## config.mk

```make
export PLATFORM = sky130hd
export DESIGN_NAME = sit_timer
export DESIGN_NICKNAME = d
export VERILOG_FILES = /design/src/verilog/sit_pkg.sv /design/src/verilog/sit_timer.sv /design/src/verilog/sit_tick_sync.sv
export SDC_FILE = /design/constraint.sdc
export NUM_CORES = 1
export LEC_CHECK = 0
export BUFFER_PORTS_ARGS = -buffer_cell sky130_fd_sc_hd__buf_2
export CAP_MARGIN = 20
export CORE_MARGIN = 3
export CORE_UTILIZATION = 29
export DETAILED_ROUTE_END_ITERATION = 7
export HOLD_SLACK_MARGIN = 0.02
export PLACE_DENSITY = 0.45
export SYNTH_ARGS = -nofsm -noshare
export SYNTH_HDL_FRONTEND = slang
export SYNTH_SLANG_ARGS = --single-unit
```

## constraint.sdc

```tcl
create_clock -name clk_sys_in -period 1.7 [get_ports clk_sys_in]
set_input_delay 0.085 -clock clk_sys_in [delete_from_list [all_inputs] [get_ports clk_sys_in]]
set_output_delay 0.085 -clock clk_sys_in [all_outputs]
set_load 0.05 [all_outputs]
```

## src/verilog/sit_pkg.sv

```systemverilog
// Purpose: Constants for the special-function-register interval timer
// Assumes: 8-bit register port, 100 MHz system clock
// Notes:   Control and interrupt registers sit at offsets of our own
package sit_pkg;
	localparam int         SIT_ADDR_W       = 8;
	localparam int         SIT_DATA_W       = 8;
	localparam logic [7:0] SIT_OFF_RELOAD   = 8'h05;
	localparam logic [7:0] SIT_OFF_COUNT    = 8'h06;
	localparam logic [7:0] SIT_OFF_CTRL     = 8'h07;
	localparam logic [7:0] SIT_OFF_IRQ_STAT = 8'h0a;
	localparam logic [7:0] SIT_OFF_IRQ_MASK = 8'h0b;
	localparam logic [7:0] SIT_RST_BYTE     = 8'h00;
	localparam logic [7:0] SIT_ONE_BYTE     = 8'h01;
	// Control register bit positions
	localparam int         SIT_CTRL_RUN     = 0;
	localparam int         SIT_CTRL_SLOW    = 1;
	localparam int         SIT_CTRL_VALID   = 5;
	localparam int         SIT_CTRL_FLAG    = 6;
	localparam int         SIT_CTRL_IE      = 7;
	// Interrupt status bit positions
	localparam int         SIT_IRQ_MATCH    = 0;
	localparam int         SIT_IRQ_WRDROP   = 1;
	localparam int         SIT_IRQ_N        = 2;
	// Slow source and valid delay
	localparam int         SIT_SYNC_STAGES  = 3;
	localparam int         SIT_VALID_TICKS  = 2;
endpackage

```

## src/verilog/sit_timer.sv

```systemverilog
// Purpose: 8-bit interval timer behind a simple register port
// Assumes: Single 100 MHz clock, read data one cycle after read strobe
// Notes:   Slow source pin is synchronised in sit_tick_sync
//
// Operation
// - Every reset clears reload and count registers
// - Reload/count writes dropped while timer runs
// - Reload readable at any time; count reads zero in slow mode until valid
// - Reload register holds 8-bit overflow value
// - Count register loadable and readable, 8 bits
// - Match sets sticky flag until cleared
// - Match interrupt request on match_irq_out only while enable set; irq_out follows match and dropped-write status under mask regardless
// - Slow source reads zero until count valid
`timescale 1ns/1ps
`default_nettype none
module sit_timer
	import sit_pkg::*;
(
	input  wire logic                  clk_sys_in,
	input  wire logic                  rst_n_in,
	input  wire logic                  clk_en_in,
	input  wire logic [SIT_ADDR_W-1:0] addr_in,
	input  wire logic [SIT_DATA_W-1:0] wdata_in,
	input  wire logic                  wr_in,
	input  wire logic                  rd_in,
	input  wire logic                  slow_clk_in,
	output logic      [SIT_DATA_W-1:0] rdata_out,
	output logic                       match_irq_out,
	output logic                       irq_out
);
	// ****************************************************
	// State
	// ****************************************************
	logic [SIT_DATA_W-1:0] timer_reload_value;
	logic [SIT_DATA_W-1:0] timer_current_count;
	logic                  timer_clock_enable;
	logic                  slow_select;
	logic                  timer_match_flag;
	logic                  timer_match_irq_enable;
	logic                  count_valid;
	logic [1:0]            valid_cnt;
	logic [SIT_IRQ_N-1:0]  irq_stat;
	logic [SIT_IRQ_N-1:0]  irq_mask;
	logic                  slow_rise;
	logic                  tick;
	logic                  match;
	logic                  wr_reload;
	logic                  wr_count;
	logic                  wr_dropped;
	logic                  wr_ctrl;
	logic [SIT_DATA_W-1:0] next_rdata;

	function automatic logic hit(input logic [SIT_ADDR_W-1:0] a, input logic [7:0] off);
		hit = (a == off);
	endfunction

	sit_tick_sync u_sync (
		.clk_sys_in (clk_sys_in),
		.rst_n_in   (rst_n_in),
		.clk_en_in  (clk_en_in),
		.pin_in     (slow_clk_in),
		.rise_out   (slow_rise)
	);

	assign tick       = timer_clock_enable & (slow_select ? slow_rise : 1'b1);
	assign match      = tick & (timer_current_count == timer_reload_value);
	assign wr_reload  = wr_in & hit(addr_in, SIT_OFF_RELOAD) & ~timer_clock_enable;
	assign wr_count   = wr_in & hit(addr_in, SIT_OFF_COUNT) & ~timer_clock_enable;
	assign wr_dropped = wr_in & timer_clock_enable
		& (hit(addr_in, SIT_OFF_RELOAD) | hit(addr_in, SIT_OFF_COUNT));
	assign wr_ctrl    = wr_in & hit(addr_in, SIT_OFF_CTRL);

	// ****************************************************
	// Reload and count
	// ****************************************************
	always_ff @(posedge clk_sys_in or negedge rst_n_in) begin
		if (!rst_n_in) begin
			timer_reload_value <= SIT_RST_BYTE;
		end else if (clk_en_in && wr_reload) begin
			timer_reload_value <= wdata_in;
		end
	end

	always_ff @(posedge clk_sys_in or negedge rst_n_in) begin
		if (!rst_n_in) begin
			timer_current_count <= SIT_RST_BYTE;
		end else if (clk_en_in) begin
			if (wr_count) begin
				timer_current_count <= wdata_in;
			end else if (match) begin
				timer_current_count <= SIT_RST_BYTE;
			end else if (tick) begin
				timer_current_count <= timer_current_count + SIT_ONE_BYTE;
			end
		end
	end

	// ****************************************************
	// Control
	// ****************************************************
	always_ff @(posedge clk_sys_in or negedge rst_n_in) begin
		if (!rst_n_in) begin
			timer_clock_enable     <= 1'b0;
			slow_select            <= 1'b0;
			timer_match_irq_enable <= 1'b0;
		end else if (clk_en_in && wr_ctrl) begin
			timer_clock_enable     <= wdata_in[SIT_CTRL_RUN];
			slow_select            <= wdata_in[SIT_CTRL_SLOW];
			timer_match_irq_enable <= wdata_in[SIT_CTRL_IE];
		end
	end

	// Flag set wins over software clear (write zero to bit)
	always_ff @(posedge clk_sys_in or negedge rst_n_in) begin
		if (!rst_n_in) begin
			timer_match_flag <= 1'b0;
		end else if (clk_en_in) begin
			if (match) begin
				timer_match_flag <= 1'b1;
			end else if (wr_ctrl && !wdata_in[SIT_CTRL_FLAG]) begin
				timer_match_flag <= 1'b0;
			end
		end
	end

	// Count valid after a few slow ticks of running
	always_ff @(posedge clk_sys_in or negedge rst_n_in) begin
		if (!rst_n_in) begin
			valid_cnt   <= 2'h0;
			count_valid <= 1'b0;
		end else if (clk_en_in) begin
			if (!timer_clock_enable || !slow_select) begin
				valid_cnt   <= 2'h0;
				count_valid <= 1'b0;
			end else if (slow_rise && !count_valid) begin
				valid_cnt <= valid_cnt + 2'h1;
				if (valid_cnt == 2'(SIT_VALID_TICKS - 1)) begin
					count_valid <= 1'b1;
				end
			end
		end
	end

	// ****************************************************
	// Interrupt status and mask
	// ****************************************************
	always_ff @(posedge clk_sys_in or negedge rst_n_in) begin
		if (!rst_n_in) begin
			irq_stat <= '0;
		end else if (clk_en_in) begin
			for (int i = 0; i < SIT_IRQ_N; i++) begin
				if ((i == SIT_IRQ_MATCH && match) || (i == SIT_IRQ_WRDROP && wr_dropped)) begin
					irq_stat[i] <= 1'b1;
				end else if (wr_in && hit(addr_in, SIT_OFF_IRQ_STAT) && wdata_in[i]) begin
					irq_stat[i] <= 1'b0;
				end
			end
		end
	end

	always_ff @(posedge clk_sys_in or negedge rst_n_in) begin
		if (!rst_n_in) begin
			irq_mask <= '0;
		end else if (clk_en_in && wr_in && hit(addr_in, SIT_OFF_IRQ_MASK)) begin
			irq_mask <= wdata_in[SIT_IRQ_N-1:0];
		end
	end

	always_ff @(posedge clk_sys_in or negedge rst_n_in) begin
		if (!rst_n_in) begin
			irq_out       <= 1'b0;
			match_irq_out <= 1'b0;
		end else if (clk_en_in) begin
			irq_out       <= |(irq_stat & irq_mask);
			match_irq_out <= timer_match_flag & timer_match_irq_enable;
		end
	end

	// ****************************************************
	// Read port
	// ****************************************************
	always_comb begin
		next_rdata = SIT_RST_BYTE;
		case (addr_in)
			SIT_OFF_RELOAD: begin
				next_rdata = timer_reload_value;
			end
			SIT_OFF_COUNT: begin
				if (!slow_select || count_valid) begin
					next_rdata = timer_current_count;
				end
			end
			SIT_OFF_CTRL: begin
				next_rdata[SIT_CTRL_RUN]   = timer_clock_enable;
				next_rdata[SIT_CTRL_SLOW]  = slow_select;
				next_rdata[SIT_CTRL_VALID] = count_valid;
				next_rdata[SIT_CTRL_FLAG]  = timer_match_flag;
				next_rdata[SIT_CTRL_IE]    = timer_match_irq_enable;
			end
			SIT_OFF_IRQ_STAT: begin
				next_rdata[SIT_IRQ_N-1:0] = irq_stat;
			end
			SIT_OFF_IRQ_MASK: begin
				next_rdata[SIT_IRQ_N-1:0] = irq_mask;
			end
			default: begin
				next_rdata = SIT_RST_BYTE;
			end
		endcase
	end

	always_ff @(posedge clk_sys_in or negedge rst_n_in) begin
		if (!rst_n_in) begin
			rdata_out <= SIT_RST_BYTE;
		end else if (clk_en_in) begin
			rdata_out <= rd_in ? next_rdata : SIT_RST_BYTE;
		end
	end

	// ****************************************************
	// Checks
	// ****************************************************
	reset_clear_a: assert property (@(posedge clk_sys_in) $rose(rst_n_in) |->
		timer_reload_value == 8'h00 && timer_current_count == 8'h00)
		else $error("registers not cleared by reset");
	write_guard_a: assert property (@(posedge clk_sys_in) disable iff (!rst_n_in)
		clk_en_in && wr_in && timer_clock_enable && addr_in == SIT_OFF_RELOAD
		|=> $stable(timer_reload_value))
		else $error("reload written while running");
	read_any_a: assert property (@(posedge clk_sys_in) disable iff (!rst_n_in)
		clk_en_in && rd_in && addr_in == SIT_OFF_RELOAD |=> rdata_out == $past(timer_reload_value))
		else $error("reload read wrong");
	reload_load_a: assert property (@(posedge clk_sys_in) disable iff (!rst_n_in)
		clk_en_in && wr_in && !timer_clock_enable && addr_in == SIT_OFF_RELOAD
		|=> timer_reload_value == $past(wdata_in))
		else $error("reload not loaded");
	count_load_a: assert property (@(posedge clk_sys_in) disable iff (!rst_n_in)
		clk_en_in && wr_count |=> timer_current_count == $past(wdata_in))
		else $error("count not loaded");
	match_flag_a: assert property (@(posedge clk_sys_in) disable iff (!rst_n_in)
		clk_en_in && match |=> timer_match_flag)
		else $error("match flag not set");
	irq_gate_a: assert property (@(posedge clk_sys_in) disable iff (!rst_n_in)
		clk_en_in && !timer_match_irq_enable |=> !match_irq_out)
		else $error("irq without enable");
	slow_read_a: assert property (@(posedge clk_sys_in) disable iff (!rst_n_in)
		clk_en_in && rd_in && addr_in == SIT_OFF_COUNT && slow_select && !count_valid
		|=> rdata_out == 8'h00)
		else $error("invalid slow count read nonzero");
	count_step_a: assert property (@(posedge clk_sys_in) disable iff (!rst_n_in)
		clk_en_in && tick && !match && !wr_count
		|=> timer_current_count == $past(timer_current_count) + 8'h01)
		else $error("count did not step");
	count_wrap_a: assert property (@(posedge clk_sys_in) disable iff (!rst_n_in)
		clk_en_in && match && !wr_count |=> timer_current_count == 8'h00)
		else $error("count did not wrap");

	// ****************************************************
	// Checks: hold, read and interrupt paths
	// ****************************************************
	count_guard_a: assert property (@(posedge clk_sys_in) disable iff (!rst_n_in)
		clk_en_in && wr_in && timer_clock_enable && addr_in == SIT_OFF_COUNT
		|=> timer_current_count == SIT_RST_BYTE
			|| timer_current_count == $past(timer_current_count)
			|| timer_current_count == $past(timer_current_count) + SIT_ONE_BYTE)
		else $error("count written while running");
	drop_status_a: assert property (@(posedge clk_sys_in) disable iff (!rst_n_in)
		clk_en_in && wr_dropped |=> irq_stat[SIT_IRQ_WRDROP])
		else $error("dropped write not flagged");
	count_read_a: assert property (@(posedge clk_sys_in) disable iff (!rst_n_in)
		clk_en_in && rd_in && addr_in == SIT_OFF_COUNT && (!slow_select || count_valid)
		|=> rdata_out == $past(timer_current_count))
		else $error("count read wrong");
	reload_hold_a: assert property (@(posedge clk_sys_in) disable iff (!rst_n_in)
		clk_en_in && !wr_reload |=> $stable(timer_reload_value))
		else $error("reload changed without write");
	flag_hold_a: assert property (@(posedge clk_sys_in) disable iff (!rst_n_in)
		clk_en_in && timer_match_flag && !(wr_ctrl && !wdata_in[SIT_CTRL_FLAG])
		|=> timer_match_flag)
		else $error("match flag lost");
	flag_clear_a: assert property (@(posedge clk_sys_in) disable iff (!rst_n_in)
		clk_en_in && wr_ctrl && !wdata_in[SIT_CTRL_FLAG] && !match
		|=> !timer_match_flag)
		else $error("match flag not cleared");
	match_status_a: assert property (@(posedge clk_sys_in) disable iff (!rst_n_in)
		clk_en_in && match |=> irq_stat[SIT_IRQ_MATCH])
		else $error("match status not set");
	irq_follow_a: assert property (@(posedge clk_sys_in) disable iff (!rst_n_in)
		clk_en_in && timer_match_flag && timer_match_irq_enable |=> match_irq_out)
		else $error("enabled match irq missing");
	count_hold_a: assert property (@(posedge clk_sys_in) disable iff (!rst_n_in)
		clk_en_in && !timer_clock_enable && !wr_count |=> $stable(timer_current_count))
		else $error("count moved while stopped");
	slow_hold_a: assert property (@(posedge clk_sys_in) disable iff (!rst_n_in)
		clk_en_in && timer_clock_enable && slow_select && !slow_rise && !wr_count
		|=> $stable(timer_current_count))
		else $error("slow count moved without tick");
	valid_clear_a: assert property (@(posedge clk_sys_in) disable iff (!rst_n_in)
		clk_en_in && !slow_select |=> !count_valid)
		else $error("count valid while fast");
	rdata_idle_a: assert property (@(posedge clk_sys_in) disable iff (!rst_n_in)
		clk_en_in && !rd_in |=> rdata_out == SIT_RST_BYTE)
		else $error("read data not idle");
	mask_load_a: assert property (@(posedge clk_sys_in) disable iff (!rst_n_in)
		clk_en_in && wr_in && addr_in == SIT_OFF_IRQ_MASK
		|=> irq_mask == $past(wdata_in[SIT_IRQ_N-1:0]))
		else $error("mask not loaded");
	irq_level_a: assert property (@(posedge clk_sys_in) disable iff (!rst_n_in)
		clk_en_in |=> irq_out == (|$past(irq_stat & irq_mask)))
		else $error("irq level wrong");
	freeze_hold_a: assert property (@(posedge clk_sys_in) disable iff (!rst_n_in)
		!clk_en_in |=> $stable(timer_reload_value) && $stable(timer_current_count)
			&& $stable(rdata_out) && $stable(irq_out) && $stable(match_irq_out))
		else $error("state moved while frozen");
endmodule
`default_nettype wire

```

## src/verilog/sit_tick_sync.sv

```systemverilog
// Purpose: Brings the 32 kHz source pin into the system domain as a tick
// Assumes: Pin is asynchronous to clk_sys_in
// Notes:   Three flops, edge counted once stages two and three agree
`timescale 1ns/1ps
`default_nettype none
module sit_tick_sync
	import sit_pkg::*;
(
	input  wire logic clk_sys_in,
	input  wire logic rst_n_in,
	input  wire logic clk_en_in,
	input  wire logic pin_in,
	output logic      rise_out
);
	logic [SIT_SYNC_STAGES-1:0] sync_q;
	logic                       level_q;

	always_ff @(posedge clk_sys_in or negedge rst_n_in) begin
		if (!rst_n_in) begin
			sync_q <= '0;
		end else if (clk_en_in) begin
			sync_q <= {sync_q[SIT_SYNC_STAGES-2:0], pin_in};
		end
	end

	// Level only moves when stages two and three agree
	always_ff @(posedge clk_sys_in or negedge rst_n_in) begin
		if (!rst_n_in) begin
			level_q  <= 1'b0;
			rise_out <= 1'b0;
		end else if (clk_en_in) begin
			rise_out <= 1'b0;
			if (sync_q[1] == sync_q[2] && sync_q[2] != level_q) begin
				level_q  <= sync_q[2];
				rise_out <= sync_q[2];
			end
		end
	end
endmodule
`default_nettype wire

```

==> impl_metrics.toml, run 1 <==
[run_status]
status = "finished clean"

[setup_path]
critPathRequiredTime_ns = 1.88
crit_type = "flip-flop to flip-flop"
endpoint_kind = "flip-flop"
path_max_fanout = 14
r2r_slack_ns = 0.05
critPathLaunchType = "flip-flop"
cp.arrival_ns = 1.82

[detailed_routing]
drt-initial-drc-count = 68
vias = 1865
wirelength_um = 6050
drt-pass1-iter-count = 4
antenna_left = 0
drcViolationCount = 0
via_per_inst = 4.91
wire_per_inst_um = 15.9

[power_and_ir_drop]
pwr-share-clk = 0.313
power_density_nw_per_um2 = 709
seq_power_share = 0.524
combPwrFrac = 0.163
power.leakage_nw = 1.41
vdd_drop_max_mv = 0.316
switchingPower_uw = 535
p_int_mw = 1.53
swShare = 0.259

[floorplanning]
io-pin-count = 32
die_w_um = 94.7
rows = 31
start_util = 0.306
die-area_um2 = 8960
die_h_um = 94.7
core_um2 = 7450

[synth]
ys_ff_latch = 42
syn_area_um2 = 2280
synth_fa_ha_area_frac = 0.0110
synth_cell_types = 53
synth-simple-area-share = 0.160
synth-edff-count = 0
synth_seq_area_share = 0.461
ys.flop_type = "dfrtp_1"
muxShareOfSynthArea = 0.110
synthCells = 218
synth-compound-area-share = 0.177
synth_xor_area_frac = 0.0346
yosysWarningCount = 0
synth_top_family_by_area = "compound AO/OA/AOI/OAI gates"
synth_nets = 242
syn_avg_cell_area_um2 = 10.5
async_flop_share = 1.00

[clocking]
clk_pin_slew_ns = 0.08
post_cts_buffers = 0
clock_path_buffers = 2
cts_tree = "built"
cts.sinks = 42
cts_inserted_buffers = 5
root_buffer = "clkbuf_8"
htreeDepth = 2
insertion_delay_ns = 0.29

[global_routing]
grt.overflow.total = 0
grt_util_all_layers = 0.146
grt_max_degree = 24
grt_pass1_wl_um = 9990
antenna_found_initial = 0
grt_pass1_vias = 1934

[timing]
finalHoldViolations = 0
skew_ns = 0.00719
setup_violations = 0
slew_violations = 0
hold_ws_ns = 0.0313
maxSlewHeadroom = 0.669
post-route-min-period_ns = 1.65
worst_pin_slew_ns = 0.496
rsz0062_at_grt = "true"
fmax_mhz = 608
period_share = 0.968
fin_tns_setup_ns = 0

[cells_and_area]
syn_to_final_growth_pct = 27.6
postLayoutCoreUtil = 0.390
diodes = 0
drive_above_1_share = 0.335
nets = 306
finalNonFillerCells = 380

[job]
cap_viol_max_count = 0

[placed_design]
dp_hpwl_um = 4740
gp_congestion = 0.853
dp_cells = 373
io_buffers = 31

[min_path]
hp-class = "input port to flip-flop"
## sequential cells by signal, summed over array words and instances (netlist names), 2 cells and up
signal and cells:
rdata_out 8, timer_current_count 8, timer_reload_value 8, u_sync.sync_q 3, irq_mask 2, irq_stat 2, valid_cnt 2
## critical path, stage by stage (launching register included)
cell and delay, ns:
dfrtp_1 0.41, xor2_1 0.16, nor4_1 0.25, and4_1 0.27, buf_12 0.15, o41ai_2 0.07, a22o_1 0.23
## what timing repair did
item | 4_1_cts | 5_1_grt
endpoints found under the setup margin | 1 | 5
resized for setup | 1 | 3
hold buffers | 1 | 0
pin swaps | 1 | 4
endpoints found under the hold margin | 19 | 0
## per-stage QoR
step | setup slack [ns] | cell area (um^2) | total power, mW
2_1_floorplan | 0.00845 | 2280 | 1.26
3_3_place_gp | -0.0605 | 2800 | 1.43
3_5_place_dp | -0.0698 | 2800 | 1.43
4_1_cts | 0.0429 | 2900 | 2.10
5_1_grt | -0.0326 | 2910 | 2.19
6_report | 0.0544 | 2910 | 2.06
## kinds of logic (layout without fill, tap and decap cells)
group,count (synthesis),count (layout)
simple gates,65,65
xor+xnor,9,9
buf+inv,21,84
mux,23,23
fa+ha+maj,2,2
compound gates,56,56
flops,42,42
## final timing paths
| kind | start | to | cells after the start |
|---|---|---|---|
| hold reg to reg | rdata_out[7] | rdata_out[7] | 1 |
| max in group asynchronous | rst_n_in | irq_mask[1] | 3 |
| setup / recovery | timer_current_count[4] | timer_current_count[6] | 6 |
| hold / removal | slow_clk_in | u_sync.sync_q[0] | 2 |
| setup reg to reg | timer_current_count[4] | timer_current_count[6] | 6 |
| min in group asynchronous | rst_n_in | timer_current_count[5] | 2 |
## cell type report
cell class,count,area (um^2)
fill,790,4540
multi-input combinational,155,1140
sequential,42,1050
timing repair buffer,69,480
tap,99,124
clock buffer,6,82.6
inverter,9,33.8
## cell usage after synthesis, types with 2 or more instances
| master | number | area share |
|---|---|---|
| nor4_1 | 2 | 0.0055 |
| xor2_1 | 8 | 0.031 |
| o41ai_1 | 5 | 0.019 |
| buf_2 | 6 | 0.013 |
| a31oi_1 | 2 | 0.0055 |
| mux2_1 | 5 | 0.025 |
| o2bb2ai_1 | 7 | 0.027 |
| o21ai_0 | 8 | 0.018 |
| clkbuf_1 | 2 | 0.0033 |
| o21ai_1 | 3 | 0.0066 |
| nand3_1 | 6 | 0.013 |
| o22ai_1 | 2 | 0.0055 |
| and2_1 | 2 | 0.0055 |
| inv_1 | 8 | 0.013 |
| nand4_1 | 3 | 0.0082 |
| nand2b_1 | 4 | 0.011 |
| dfrtp_1 | 42 | 0.46 |
| o31ai_1 | 2 | 0.0066 |
| nor2_1 | 12 | 0.020 |
| mux2i_1 | 6 | 0.026 |
| and4_1 | 2 | 0.0077 |
| a22o_1 | 6 | 0.023 |
| ha_1 | 2 | 0.011 |
| a21oi_1 | 6 | 0.013 |
| a22oi_1 | 6 | 0.020 |
| buf_6 | 2 | 0.0099 |
| mux2_2 | 12 | 0.059 |
| nand2_1 | 22 | 0.036 |
## layout by cell type, fill, tap and decap left out, types with 2 or more instances in the layout
master,count
a21oi_1,6
and4_1,2
a22oi_1,6
nor2_1,12
nand2b_1,4
nand2_1,22
dfrtp_1,42
and2_1,2
buf_2,31
mux2_2,12
o2bb2ai_1,7
o41ai_1,4
buf_12,3
buf_4,34
o22ai_1,2
mux2_1,5
nor4_1,2
o21ai_1,3
o31ai_1,2
a31oi_1,2
xor2_1,8
mux2i_1,6
inv_1,8
a22o_1,6
o21ai_0,8
nand4_1,3
clkbuf_8,6
nand3_1,6
## power groups by stage
stage / clock [mW] / sequential (mW) / combinational, mW
finish: 0.644 / 1.08 / 0.336
global route: 0.731 / 1.09 / 0.375
CTS: 0.675 / 1.08 / 0.340
detailed placement: 0 / 1.10 / 0.327
global placement: 0 / 1.10 / 0.327
floorplan: 0 / 1.11 / 0.150
## layer usage
metal  vias up  wire [um]  global-route usage
met5         -          0                   0
met4         0         52              0.0361
met3         5        251              0.0311
met2        34       2780               0.233
met1       899       2970               0.200
li1        927          -                   -
No activity file was read; power rests on OpenSTA's default activity.
==> run 2: changes to the inputs <==
--- a/config.mk
+++ b/config.mk
@@ -6,12 +6,13 @@
 export NUM_CORES = 1
 export LEC_CHECK = 0
 export BUFFER_PORTS_ARGS = -buffer_cell sky130_fd_sc_hd__buf_2
-export CAP_MARGIN = 20
 export CORE_MARGIN = 3
 export CORE_UTILIZATION = 29
+export CTS_CLUSTER_DIAMETER = 100
 export DETAILED_ROUTE_END_ITERATION = 7
 export HOLD_SLACK_MARGIN = 0.02
 export PLACE_DENSITY = 0.45
+export RECOVER_POWER = 100
 export SYNTH_ARGS = -nofsm -noshare
 export SYNTH_HDL_FRONTEND = slang
 export SYNTH_SLANG_ARGS = --single-unit
==> impl_metrics.toml, run 2 (synthesized netlist as in run 1, its figures left out) <==
[timing]
skew_ns = 0.00662
rsz0062_at_grt = "true"
post-route-min-period_ns = 1.64
period_share = 0.967
fmax_mhz = 608
finalHoldViolations = 0
setup_violations = 0
worst_pin_slew_ns = 1.19
maxSlewHeadroom = 0.204
slew_violations = 0

[floorplanning]
start_util = 0.306
rows = 31
io-pin-count = 32
die_w_um = 94.7
core_um2 = 7450
die_h_um = 94.7
die-area_um2 = 8960

[clocking]
htreeDepth = 2
cts.sinks = 42
root_buffer = "clkbuf_8"
post_cts_buffers = 0
clock_path_buffers = 2
clk_pin_slew_ns = 0.08
cts_inserted_buffers = 5
insertion_delay_ns = 0.29
cts_tree = "built"

[run_status]
status = "finished clean"

[global_routing]
met3_usage = 0.0311
grt_use_met2 = 0.233
grt_pass1_vias = 1934
grt-busiest-layer = "met2"
use_met1 = 0.200
grt_util_all_layers = 0.146
grt.overflow.total = 0
grt_pass1_wl_um = 9990
antenna_found_initial = 0
grt_max_degree = 24

[min_path]
min_from = "slow_clk_in"
holdPathStages = 2
worstHoldEndpoint = "u_sync.sync_q[0]"
hp-class = "input port to flip-flop"

[cells_and_area]
nets = 306
largest_registers = "rdata_out x8, timer_current_count x8, timer_reload_value x8"
syn_to_final_growth_pct = 25.5
final_common_cell = "dfrtp_1"
postLayoutCoreUtil = 0.384
diodes = 0
n_fill_cell = 798
drive_above_1_share = 0.274
design_area_um2 = 2860
final_cell_mix = "dfrtp_1 (42), buf_4 (29), nand2_1 (22)"

[setup_path]
endpoint_kind = "flip-flop"
crit_path_max_incr_delay_ns = 0.41
r2r_cells = 6
crit_type = "flip-flop to flip-flop"
critPathBufInv = 1
cp.arrival_ns = 1.82
critPathLaunchType = "flip-flop"
critPathRequiredTime_ns = 1.88
slowest_stage = "dfrtp_1"
path_delay_family = "simple AND/OR/NAND/NOR gates"
r2r_slack_ns = 0.06
cp_cell_sequence = "xor2_1 > nor4_1 > and4_1 > buf_12 > o41ai_2 > a22o_1"
path_max_fanout = 14
worst_r2r_endpoint = "timer_current_count[6]"
r2r-start = "timer_current_count[4]"

[job]
cap_viol_max_count = 0

[power_and_ir_drop]
vdd_drop_max_mv = 0.316
power_density_nw_per_um2 = 718
power.leakage_nw = 1.35

[detailed_routing]
wirelength_um = 6050
drcViolationCount = 0
antenna_left = 0
wire_per_inst_um = 15.9
drt-pass1-iter-count = 4
drt-initial-drc-count = 56
vias = 1872
via_per_inst = 4.93

[placed_design]
dp_hpwl_um = 4740
post_dp_cell_area_um2 = 2800
gp_congestion = 0.853
io_buffers = 31
-- run 2: changes by cell type in the layout (fill, tap and decap cells not counted), sizes merged --
cell,delta
buf,-17
clkbuf,+17
-- run 2: how the worst max path moves through the flow --
stage | startpoint | endpoint | slack (ns) | cells after the start
finish | timer_current_count[4] | timer_current_count[6] | 0.06 | 6
global route | timer_reload_value[4] | timer_current_count[6] | -0.03 | 6
CTS | timer_current_count[1] | timer_current_count[6] | 0.04 | 6
detailed placement | addr_in[5] | timer_current_count[4] | -0.07 | 6
global placement | addr_in[5] | irq_stat[1] | -0.06 | 6
floorplan | timer_current_count[4] | timer_current_count[3] | 0.008 | 7
-- run 2: metrics by stage --
stage / power (mW) / hold WS, ns / TNS, ns / cells / worst slack, ns
after floorplan: 1.26 / -0.211 / 0 / 218 / 0.00845
after global placement: 1.43 / 0.0886 / -0.292 / 373 / -0.0605
after CTS: 2.10 / 0.0224 / 0 / 380 / 0.0429
final: 2.05 / 0.0309 / 0 / 380 / 0.0556
after global routing: 2.19 / 0.0382 / -0.100 / 380 / -0.0326
after detailed placement: 1.43 / 0.0820 / -0.398 / 373 / -0.0698
-- run 2: cell type report --
cell class / count / area, um^2 / area share
Sequential cell: 42 / 1050 / 0.367
Clock buffer: 6 / 82.6 / 0.0289
Inverter: 9 / 33.8 / 0.0118
Multi-Input combinational cell: 155 / 1120 / 0.391
Tap cell: 99 / 124 / 0.0433
Timing Repair Buffer: 69 / 452 / 0.158
-- run 2: report_power, final --
part	switching [mW]	internal (mW)
sequential	0.0340	1.05
clock	0.330	0.314
combinational	0.167	0.161
total	0.532	1.52
-- run 2: metal layers --
metal / vias to the layer above / share of wire
li1: 931 / -
met1: 901 / 0.49
met2: 35 / 0.46
met3: 5 / 0.046
met4: 0 / 0.0086
met5: - / 0
-- run 2: timing repair --
item,in CTS,in global routing
gates resized for setup,1,3
hold endpoints to repair,19,0
hold buffers,1,0
setup endpoints to repair,1,5
pin swaps,1,4
